==> config.mk <==
export PLATFORM = sky130hd
export DESIGN_NAME = dcm_regs
export DESIGN_NICKNAME = d
export VERILOG_FILES = /design/src/rtl/dcm_pkg.sv /design/src/rtl/dcm_hist_mem.sv /design/src/rtl/dcm_regs.sv
export SDC_FILE = /design/constraint.sdc
export NUM_CORES = 2
export LEC_CHECK = 0
export BUFFER_PORTS_ARGS = -buffer_cell sky130_fd_sc_hd__buf_2
export CAP_MARGIN = 20
export CORE_ASPECT_RATIO = 1.25
export CORE_MARGIN = 3
export CORE_UTILIZATION = 55
export DETAILED_ROUTE_END_ITERATION = 16
export PLACE_DENSITY = 0.74
export SYNTH_ARGS = -nofsm -noshare
export SYNTH_HDL_FRONTEND = slang
export SYNTH_SLANG_ARGS = --single-unit
==> constraint.sdc <==
create_clock -name clock -period 12 [get_ports clock]
set_clock_uncertainty 0.05 [all_clocks]
set_input_delay 2.4 -clock clock [delete_from_list [all_inputs] [get_ports clock]]
set_output_delay 2.4 -clock clock [all_outputs]
set_load 0.01 [all_outputs]
==> src/rtl/dcm_pkg.sv <==
// Package for the drive command and monitor register bank
package dcm_pkg;
	localparam int ADDR_W = 8;
	localparam int DATA_W = 16;

	// Register offsets
	localparam logic [7:0] OFS_RUN_CMD    = 8'h00;
	localparam logic [7:0] OFS_FREQ_CMD   = 8'h01;
	localparam logic [7:0] OFS_DRV_STAT   = 8'h02;
	localparam logic [7:0] OFS_OUT_FREQ   = 8'h03;
	localparam logic [7:0] OFS_FIO_SEL    = 8'h04;
	localparam logic [7:0] OFS_FIO_VAL    = 8'h05;
	localparam logic [7:0] OFS_FIO_EN     = 8'h06;
	localparam logic [7:0] OFS_MAX_SCAN   = 8'h08;
	localparam logic [7:0] OFS_MIN_SCAN   = 8'h09;
	localparam logic [7:0] OFS_CUR_SCAN   = 8'h0A;
	localparam logic [7:0] OFS_CLK_YM     = 8'h0C;
	localparam logic [7:0] OFS_CLK_DH     = 8'h0D;
	localparam logic [7:0] OFS_CLK_MS     = 8'h0E;
	localparam logic [7:0] OFS_CLK_CW     = 8'h0F;
	localparam logic [7:0] OFS_FAULT_CODE = 8'h10;
	localparam logic [7:0] OFS_ERR_STEP   = 8'h11;
	localparam logic [7:0] OFS_MAP0       = 8'h18;
	localparam logic [7:0] OFS_IRQ_STAT   = 8'h20;
	localparam logic [7:0] OFS_IRQ_EN     = 8'h21;
	localparam logic [7:0] OFS_IRQ_CLR    = 8'h22;
	localparam logic [7:0] OFS_HIST_PTR   = 8'h30;
	localparam logic [7:0] OFS_HIST_BASE  = 8'h31;
	localparam logic [7:0] OFS_HIST_LAST  = 8'h70;

	localparam int MAP_NUM   = 5;
	localparam int HIST_RECS = 16;
	localparam int HIST_WORDS = 64;

	// Drive common addresses that take over the fixed words
	localparam logic [15:0] FREQ_REF_ADDR = 16'h0380;
	localparam logic [15:0] OPER_REF_ADDR = 16'h0382;

	// Run command bit positions
	localparam int RUN_BIT   = 0;
	localparam int FWD_BIT   = 1;
	localparam int FRST_BIT  = 2;
	localparam int COAST_BIT = 3;

	// Interrupt status bits
	localparam int IRQ_STOP  = 0;
	localparam int IRQ_FAULT = 1;
	localparam int IRQ_ERR   = 2;
	localparam int IRQ_W     = 3;

	localparam logic [15:0] RESET_WORD = 16'h0000;
	localparam logic [15:0] MIN_SCAN_RESET = 16'hFFFF;

	typedef struct packed {
		logic [15:0] freq_ref;
		logic        run;
		logic        forward;
		logic        fault_reset;
		logic        coast_stop;
		logic        freq_valid;
		logic        oper_valid;
	} dcm_cmd_type;

	typedef struct packed {
		logic [15:0] status;
		logic [15:0] out_freq;
	} dcm_mon_type;

	typedef struct packed {
		logic [15:0] year_month;
		logic [15:0] day_hour;
		logic [15:0] min_sec;
		logic [15:0] cent_wday;
	} dcm_rtc_type;
endpackage

==> src/rtl/dcm_hist_mem.sv <==
// Stop history word memory with registered read data
`timescale 1ns/1ns
module dcm_hist_mem (
	input  wire logic        clock,
	input  wire logic        we,
	input  wire logic [5:0]  waddr,
	input  wire logic [15:0] wdata,
	input  wire logic [5:0]  raddr,
	output logic      [15:0] rdata
);
	logic [15:0] mem [0:63];

	always_ff @(posedge clock) begin
		if (we) begin
			mem[waddr] <= wdata;
		end
		rdata <= mem[raddr];
	end
endmodule

==> src/rtl/dcm_regs.sv <==
// Drive command and monitor register bank
// Functional notes
// - Frequency command word, 0.01 Hz units, forwarded to drive as reference.
// - Run word bit0 selects stop/run, bit1 selects reverse/forward.
// - Bit2 rise pulses fault reset; bit3 rise coasts, fall releases.
// - Mapping param holding 0380h disables frequency word; zero restores it.
// - Mapping param holding 0382h disables run word; zero restores it.
// - Fixed words work without any mapping parameter configured.
// - Status word shows present drive state taken from the drive.
// - Output frequency word shows drive output frequency.
// - Output frequency counts in 0.01 Hz.
// - Max, min and present scan time words updated every scan.
// - Four clock words, valid only with clock module fitted.
// - User fault instruction stores its error code in a word.
// - Error step is recorded in its own word.
// - Forced I/O enable applies select/value pair to I/O word.
// - Each stop taken with clock module fitted while the logger is idle logs four words; pointer tracks the next entry.
// - Sixteen records kept; seventeenth overwrites the oldest.
`timescale 1ns/1ns
module dcm_regs
	import dcm_pkg::*;
(
	input  wire logic                     clock,
	input  wire logic                     sys_rst,
	input  wire logic [dcm_pkg::ADDR_W-1:0] bus_addr,
	input  wire logic [15:0]              bus_wdata,
	input  wire logic                     bus_wr,
	input  wire logic                     bus_rd,
	output logic      [15:0]              bus_rdata,
	input  wire logic                     scan_end,
	input  wire logic [15:0]              scan_time,
	input  wire dcm_pkg::dcm_mon_type     drv_mon,
	input  wire logic                     rtc_fitted,
	input  wire dcm_pkg::dcm_rtc_type     rtc_time,
	input  wire logic                     fault_exec,
	input  wire logic [15:0]              fault_code,
	input  wire logic                     err_event,
	input  wire logic [15:0]              err_step,
	input  wire logic                     stop_event,
	input  wire logic [15:0]              stop_code,
	input  wire logic [15:0]              io_in,
	output dcm_pkg::dcm_cmd_type          drv_cmd,
	output logic      [15:0]              io_out,
	output logic                          irq
);
	import dcm_pkg::*;

	typedef enum logic [2:0] {LOG_IDLE, LOG_YM, LOG_DH, LOG_MS, LOG_CODE} dcm_log_type;

	function automatic logic map_hit(input logic [5*16-1:0] m, input logic [15:0] a);
		logic hit;
		hit = 1'b0;
		for (int i = 0; i < MAP_NUM; i++) begin
			if (m[i*16 +: 16] == a) begin
				hit = 1'b1;
			end
		end
		return hit;
	endfunction

	logic [15:0] run_cmd_r, freq_cmd_r, fio_sel_r, fio_val_r;
	logic        fio_en_r;
	logic [15:0] max_scan_r, min_scan_r, cur_scan_r;
	logic [15:0] fault_code_r, err_step_r;
	logic [15:0] stat_r, ofreq_r;
	logic [5*16-1:0] map_r;
	logic [IRQ_W-1:0] irq_stat_r, irq_en_r;
	logic [3:0]  hist_ptr_r;
	logic        hist_full_r;
	dcm_log_type log_state_r;
	logic [15:0] log_code_r;
	logic [15:0] rd_hold_r;
	logic        rd_mem_r;
	dcm_cmd_type drv_cmd_r;
	logic [15:0] io_out_r;
	logic        irq_r;
	logic        coast_prev_r, frst_prev_r;

	// Address decode
	wire wr_run   = bus_wr && bus_addr == OFS_RUN_CMD;
	wire wr_freq  = bus_wr && bus_addr == OFS_FREQ_CMD;
	wire wr_fsel  = bus_wr && bus_addr == OFS_FIO_SEL;
	wire wr_fval  = bus_wr && bus_addr == OFS_FIO_VAL;
	wire wr_fen   = bus_wr && bus_addr == OFS_FIO_EN;
	wire wr_ien   = bus_wr && bus_addr == OFS_IRQ_EN;
	wire wr_iclr  = bus_wr && bus_addr == OFS_IRQ_CLR;
	wire map_sel  = bus_addr >= OFS_MAP0 && bus_addr < OFS_MAP0 + 8'(MAP_NUM);
	wire [2:0] map_idx = 3'(bus_addr - OFS_MAP0);
	wire hist_sel = bus_addr >= OFS_HIST_BASE && bus_addr <= OFS_HIST_LAST;
	wire [5:0] hist_raddr = 6'(bus_addr - OFS_HIST_BASE);

	// Takeover by mapping parameters; all-zero mapping leaves fixed words live
	wire freq_taken = map_hit(map_r, FREQ_REF_ADDR);
	wire oper_taken = map_hit(map_r, OPER_REF_ADDR);

	// Stop logging engine writes four words per record
	logic        mem_we;
	logic [5:0]  mem_waddr;
	logic [15:0] mem_wdata;
	logic [15:0] mem_rdata;
	wire [1:0] log_word = log_state_r == LOG_YM ? 2'h0 :
		log_state_r == LOG_DH ? 2'h1 : log_state_r == LOG_MS ? 2'h2 : 2'h3;
	assign mem_we    = log_state_r != LOG_IDLE;
	assign mem_waddr = {hist_ptr_r, log_word};
	assign mem_wdata = log_state_r == LOG_YM ? rtc_time.year_month :
		log_state_r == LOG_DH ? rtc_time.day_hour :
		log_state_r == LOG_MS ? rtc_time.min_sec : log_code_r;

	dcm_hist_mem u_mem (
		.clock (clock),
		.we    (mem_we),
		.waddr (mem_waddr),
		.wdata (mem_wdata),
		.raddr (hist_raddr),
		.rdata (mem_rdata)
	);

	// Clock words read zero when no clock module is fitted
	dcm_rtc_type rtc_vis;
	assign rtc_vis = rtc_fitted ? rtc_time : {4{RESET_WORD}};

	// Read mux
	logic [15:0] rd_mux;
	always_comb begin
		rd_mux = RESET_WORD;
		if (bus_addr == OFS_RUN_CMD) rd_mux = run_cmd_r;
		else if (bus_addr == OFS_FREQ_CMD) rd_mux = freq_cmd_r;
		else if (bus_addr == OFS_DRV_STAT) rd_mux = stat_r;
		else if (bus_addr == OFS_OUT_FREQ) rd_mux = ofreq_r;
		else if (bus_addr == OFS_FIO_SEL) rd_mux = fio_sel_r;
		else if (bus_addr == OFS_FIO_VAL) rd_mux = fio_val_r;
		else if (bus_addr == OFS_FIO_EN) rd_mux = {15'h0000, fio_en_r};
		else if (bus_addr == OFS_MAX_SCAN) rd_mux = max_scan_r;
		else if (bus_addr == OFS_MIN_SCAN) rd_mux = min_scan_r;
		else if (bus_addr == OFS_CUR_SCAN) rd_mux = cur_scan_r;
		else if (bus_addr == OFS_CLK_YM) rd_mux = rtc_vis.year_month;
		else if (bus_addr == OFS_CLK_DH) rd_mux = rtc_vis.day_hour;
		else if (bus_addr == OFS_CLK_MS) rd_mux = rtc_vis.min_sec;
		else if (bus_addr == OFS_CLK_CW) rd_mux = rtc_vis.cent_wday;
		else if (bus_addr == OFS_FAULT_CODE) rd_mux = fault_code_r;
		else if (bus_addr == OFS_ERR_STEP) rd_mux = err_step_r;
		else if (map_sel) rd_mux = map_r[map_idx*16 +: 16];
		else if (bus_addr == OFS_IRQ_STAT) rd_mux = {13'h0000, irq_stat_r};
		else if (bus_addr == OFS_IRQ_EN) rd_mux = {13'h0000, irq_en_r};
		else if (bus_addr == OFS_HIST_PTR) rd_mux = {11'h000, hist_full_r, hist_ptr_r};
	end

	always_ff @(posedge clock or posedge sys_rst) begin
		if (sys_rst) begin
			rd_hold_r <= RESET_WORD;
			rd_mem_r  <= 1'b0;
		end else begin
			rd_hold_r <= bus_rd ? rd_mux : RESET_WORD;
			rd_mem_r  <= bus_rd && hist_sel;
		end
	end
	assign bus_rdata = rd_mem_r ? mem_rdata : rd_hold_r;

	// Software-written words
	always_ff @(posedge clock or posedge sys_rst) begin
		if (sys_rst) begin
			run_cmd_r  <= RESET_WORD;
			freq_cmd_r <= RESET_WORD;
			fio_sel_r  <= RESET_WORD;
			fio_val_r  <= RESET_WORD;
			fio_en_r   <= 1'b0;
			irq_en_r   <= '0;
			map_r      <= '0;
		end else begin
			if (wr_run) run_cmd_r <= bus_wdata;
			if (wr_freq) freq_cmd_r <= bus_wdata;
			if (wr_fsel) fio_sel_r <= bus_wdata;
			if (wr_fval) fio_val_r <= bus_wdata;
			if (wr_fen) fio_en_r <= bus_wdata[0];
			if (wr_ien) irq_en_r <= bus_wdata[IRQ_W-1:0];
			if (bus_wr && map_sel) map_r[map_idx*16 +: 16] <= bus_wdata;
		end
	end

	// Per-scan transfer to the drive and monitor refresh
	wire coast_now = run_cmd_r[COAST_BIT];
	wire frst_now  = run_cmd_r[FRST_BIT];
	always_ff @(posedge clock or posedge sys_rst) begin
		if (sys_rst) begin
			drv_cmd_r    <= '0;
			stat_r       <= RESET_WORD;
			ofreq_r      <= RESET_WORD;
			coast_prev_r <= 1'b0;
			frst_prev_r  <= 1'b0;
		end else begin
			drv_cmd_r.fault_reset <= 1'b0;
			if (scan_end) begin
				stat_r  <= drv_mon.status;
				ofreq_r <= drv_mon.out_freq;
				drv_cmd_r.freq_valid <= !freq_taken;
				drv_cmd_r.oper_valid <= !oper_taken;
				if (!freq_taken) drv_cmd_r.freq_ref <= freq_cmd_r;
				if (!oper_taken) begin
					drv_cmd_r.run     <= run_cmd_r[RUN_BIT];
					drv_cmd_r.forward <= run_cmd_r[FWD_BIT];
					drv_cmd_r.fault_reset <= frst_now && !frst_prev_r;
					// Level follows bit: rise coasts, fall releases
					if (coast_now && !coast_prev_r) drv_cmd_r.coast_stop <= 1'b1;
					else if (!coast_now && coast_prev_r) drv_cmd_r.coast_stop <= 1'b0;
					coast_prev_r <= coast_now;
					frst_prev_r  <= frst_now;
				end
			end
		end
	end
	assign drv_cmd = drv_cmd_r;

	// Scan statistics, fault code, error step
	always_ff @(posedge clock or posedge sys_rst) begin
		if (sys_rst) begin
			max_scan_r   <= RESET_WORD;
			min_scan_r   <= MIN_SCAN_RESET;
			cur_scan_r   <= RESET_WORD;
			fault_code_r <= RESET_WORD;
			err_step_r   <= RESET_WORD;
		end else begin
			if (scan_end) begin
				cur_scan_r <= scan_time;
				if (scan_time > max_scan_r) max_scan_r <= scan_time;
				if (scan_time < min_scan_r) min_scan_r <= scan_time;
			end
			if (fault_exec) fault_code_r <= fault_code;
			if (err_event) err_step_r <= err_step;
		end
	end

	// Forced I/O: forced bits take the value word, others pass through
	always_ff @(posedge clock or posedge sys_rst) begin
		if (sys_rst) begin
			io_out_r <= RESET_WORD;
		end else begin
			io_out_r <= fio_en_r ? ((io_in & ~fio_sel_r) | (fio_val_r & fio_sel_r)) : io_in;
		end
	end
	assign io_out = io_out_r;

	// Stop history ring; a stop during logging is dropped
	always_ff @(posedge clock or posedge sys_rst) begin
		if (sys_rst) begin
			log_state_r <= LOG_IDLE;
			log_code_r  <= RESET_WORD;
			hist_ptr_r  <= 4'h0;
			hist_full_r <= 1'b0;
		end else begin
			case (log_state_r)
				LOG_IDLE: begin
					if (stop_event && rtc_fitted) begin
						log_code_r  <= stop_code;
						log_state_r <= LOG_YM;
					end
				end
				LOG_YM: log_state_r <= LOG_DH;
				LOG_DH: log_state_r <= LOG_MS;
				LOG_MS: log_state_r <= LOG_CODE;
				LOG_CODE: begin
					log_state_r <= LOG_IDLE;
					hist_ptr_r  <= hist_ptr_r + 4'h1;
					if (hist_ptr_r == 4'hF) hist_full_r <= 1'b1;
				end
				default: log_state_r <= LOG_IDLE;
			endcase
		end
	end

	// Interrupts: set wins over clear
	wire [IRQ_W-1:0] irq_set = {err_event, fault_exec, stop_event};
	always_ff @(posedge clock or posedge sys_rst) begin
		if (sys_rst) begin
			irq_stat_r <= '0;
			irq_r      <= 1'b0;
		end else begin
			irq_stat_r <= (irq_stat_r & ~(wr_iclr ? bus_wdata[IRQ_W-1:0] : '0)) | irq_set;
			irq_r      <= |(irq_stat_r & irq_en_r);
		end
	end
	assign irq = irq_r;
endmodule

# Word level (Yosys, flattened, before mapping)
# Memory sizes are Yosys's and may differ from the RTL's. A register that Yosys moved wholly into a read port is not among the register bits.
# Index checks and enable logic that the tools add are counted.
# totals
input_bits,209
mem_count,1
reg_bits,345
ramBits,1024
# classes
n_mux,50
n_addsub,4
n_eq_ne,35
reduce_logical,32
n_bitwise,10
n_lt_le_gt_ge,6
shifts,3
# memory_table
name,depth,word_bits,rd,rd_ports_with_merged_regs,wr,line,rtl
u_mem.mem,64,16,1,1,1,dcm_hist_mem.sv:11,logic [15:0] mem [0:63];
# op_table
cell,count
$mux 16,23
$eq 16x10->1 const B,10
$bwmux 80,1
$shift 16x34->80 const A,1
$shiftx 16x34->80,1
$shiftx 80x8->16,1
$mux 64,1
$eq 8x4->1 const B,7
$neg 7->34,1
$and 16x16->16,2
$eq 8x6->1 const B,4
$eq 8x3->1 const B,3
$eq 8x2->1 const B,2
$eq 8x5->1 const B,2
$gt 16x16->1,1
$lt 16x16->1,1
$not 16->16,1
$or 16x16->16,1
$logic_and 1x1->1,15
$mux 1,15
$mux 5,3
$pmux 3 s4,1
$reduce_and 2->1,6
$eq 8x1->1 const B,1
26 further kinds,36

# Logic depth before layout (Yosys ltp)
# depth
ltp_word,22
depth_mapped,13
ltp_nobuf,9

# Modules after synthesis
# From an unflattened synthesis, not the netlist that was laid out.
# hier_totals
cells_unflattened,3435
hier_area_um2,58357.2
# modules_own_cells
module,n_inst,cells_each,area_per_inst_um2
dcm_hist_mem,1,1835,40075.9
dcm_regs,1,1600,18281.3

# Worst setup path after synthesis
# OpenSTA, ideal clock, no wires.
# synth_path
kind,input -> register
startpoint,in rtc_time[63] in the netlist's numbering
endpoint,mem u_mem.mem[0][15] (data pin)
stages,3
slack_ns,5.970
setup_time_ns,0.738
path_buffers,0
t_arrival_ns,5.241
t_required_ns,11.212
path_cell_list,o22a_1 -> nor2_1 -> a221oi_1
# synth_via
elab_chain_cells,1
# synth_rtl
element,line,rtl
from (decl),dcm_regs.sv:34,"input wire dcm_pkg::dcm_rtc_type rtc_time,"
$mux 16,dcm_regs.sv:105,assign mem_wdata = log_state_r == LOG_YM ? rtc_time.year_month :
named net mem_wdata[15],dcm_regs.sv:99,logic [15:0] mem_wdata;
to (decl),dcm_hist_mem.sv:11,
# The timed path passes the listed nets, and every way through them passes these cells.

# Worst setup path after layout
# layout_path
startpoint,in bus_addr[0] in the netlist's numbering
endpoint,reg u_mem.rdata[11] (read register of u_mem.mem)
# layout_via
elab_chain_cells,1
# layout_rtl
element,line,rtl
from (decl),dcm_regs.sv:25,"input wire logic [dcm_pkg::ADDR_W-1:0] bus_addr,"
$sub 6x6->6,dcm_regs.sv:90,wire [5:0] hist_raddr = 6'(bus_addr - OFS_HIST_BASE);
to (decl),dcm_hist_mem.sv:9,output logic [15:0] rdata
# No other way between the ends.
# A chain may end at the register's enable or synchronous reset.

==> metrics.cfg <==
[synthesis]
ys_async_sr_fraction=0.249
ys_seq_area_frac=0.687
syn_nets=3542
avgSynthCellArea_um2=17.6
ys.flop_type=edfxtp_1
yosys_warnings=0
synth_seq_cells=1385
synth_edf_count=1024
synth_area_um2=57800
netlist_instances=3294
netlist-cell-type-count=83

[sta]
tns_ns=0
slew_headroom=0.267
period_minus_slack_ns=5.90
hold_viol=0
fin_crit_sh=0.492
slew_viol_final=0
rsz0062_at_grt=no
timing.fmax_mhz=169
setup_violations=0
worst_slew_pin_slew_ns=1.10

[status]
status=completed

[floorplan]
pin_count=264
dieArea_um2=109000
die_x_um=296
die_h_um=369
core_area_um2=104000
fp-row-count=132
start_util=0.556

[global_routing]
grt.overflow.total=0
first_global_vias=34300
grt_first_pass_wirelength_mm=251
antenna_found_initial=17
grt.total_usage=0.328
grt_start_max_net_pins=163

[placement]
dp_hpwl_mm=113
io_buffers=263
gp_congestion=1.02

[cts]
cts_tree=yes
cts-hold-fix-buffers=0
htreeDepth=4
cts_root_buf=clkbuf_16
clkSinkCount=1385
post_cts_buffers=0
path_clk_slew_ns=0.07
cts-resized-gates=0
clock_latency_ns=0.77
clock_path_buffers=3
numCtsBuffers=134

[power_and_ir_drop]
ir_drop_v=0.000181
power_density_nw_per_um2=210
p_leak_nw=23.7

[cells_and_area]
largest_reg_flops=1024
area_growth_pct=13.9
n_fill_cell=7158
finalNetCount=3877
final_cell_mix=edfxtp_1, dfrtp_1, mux4_2
seq_area_um2=39700
final_common_cell=edfxtp_1
multiInputGateArea_um2=17300
fin_util=0.633
largest_register=u_mem.mem
drive_gt1_frac=0.339

[routing]
top_layer=met5
drt_iter0_drc=4118
num_vias=34300
drt_pre_antenna_iters=9
wl_mm=177
antenna_left=0
wl_met3_mm=16.9
drcViolationCount=0
met2_length_mm=85.3
via_per_inst=6.73
wire_per_inst_um=34.8
drt-met1-wl_mm=61.0

[worst_setup_path]
crit_path_end_kind=flop
arrival_ns=6.49
crit_type=in2reg
path_max_fanout=74
startpoint_type=input pin
ff2ff_path_depth=6
required_ns=12.58
ff2ff_setup_slack_ns=8.42

[min_path]
hold_path.class=reg2reg
holdPathStages=1

[flow_run]
max_cap_violations=0

cell families after synthesis:
kind of cell / count (synthesis) / share of synthesized area
and+or+nand+nor: 468 / 0.0382
AOI/OAI and AO/OA: 456 / 0.0517
buffers and inverters: 263 / 0.0193
muxes: 673 / 0.194
DFF: 1385 / 0.687
adders and majority gates: 39 / 0.00844
xor gates and xnor gates: 10 / 0.00164
worst paths after layout:
check / start / to
min: frst_prev_r / drv_cmd[3]
max reg2reg: log_state_r[2] / u_mem.mem[45][12]
min in group asynchronous: sys_rst / map_r[1]
max: bus_addr[0] / u_mem.rdata[11]
max in group asynchronous: sys_rst / log_code_r[8]
min reg2reg: frst_prev_r / drv_cmd[3]
Yosys cell counts, types with 39 or more instances:
cell type	number	area, µm²
nand2_1	136	510
mux2_2	283	3190
buf_2	63	315
nor3_1	48	240
inv_1	67	251
mux4_2	326	7340
a21oi_1	99	495
o21ai_0	100	500
edfxtp_1	1024	30700
a22oi_1	47	353
nor2_1	148	556
ha_1	39	488
dfrtp_1	329	8230
clkbuf_1	104	390
through the flow:
step	cell area (µm²)	worst slack, ns	power [mW]	instances	hold slack (ns)
6_report	65900	6.10	13.8	5090	0.381
3_5_place_dp	61300	4.73	9.56	4829	0.369
5_1_grt	65800	5.84	14.3	5077	0.432
3_3_place_gp	61300	4.76	9.46	4829	0.361
2_1_floorplan	57800	0.0114	8.30	3294	0.353
4_1_cts	65800	5.44	13.9	5073	0.388
report_power, final:
part	leakage [nW]	total, mW	internal, mW	switching [mW]
sequential	13.7	6.76	6.56	0.209
combinational	7.77	2.76	0.735	2.02
clock	2.21	4.32	2.52	1.80
metal layers:
metal / vias up / global-route usage
li1: 13900 / -
met1: 17700 / 0.403
met2: 2196 / 0.526
met3: 518 / 0.0767
met4: 12 / 0.208
met5: - / 0
critical path: stages:
cell	delay, ns
buf_8	0.52
buf_4	0.80
buf_4	0.41
buf_4	0.58
mux4_2	0.61
mux4_2	0.48
a22oi_1	0.36
nand2_1	0.12
cell type report:
type / instances / area share
diodes: 13 / 0.000494
clock buffers: 176 / 0.0571
clock inverters: 68 / 0.0113
inverters: 68 / 0.00399
multi-input cells: 1646 / 0.263
flip-flops and latches: 1385 / 0.603
well taps: 1340 / 0.0254
repair buffers: 394 / 0.0359
(Power assumes the default switching activity.)
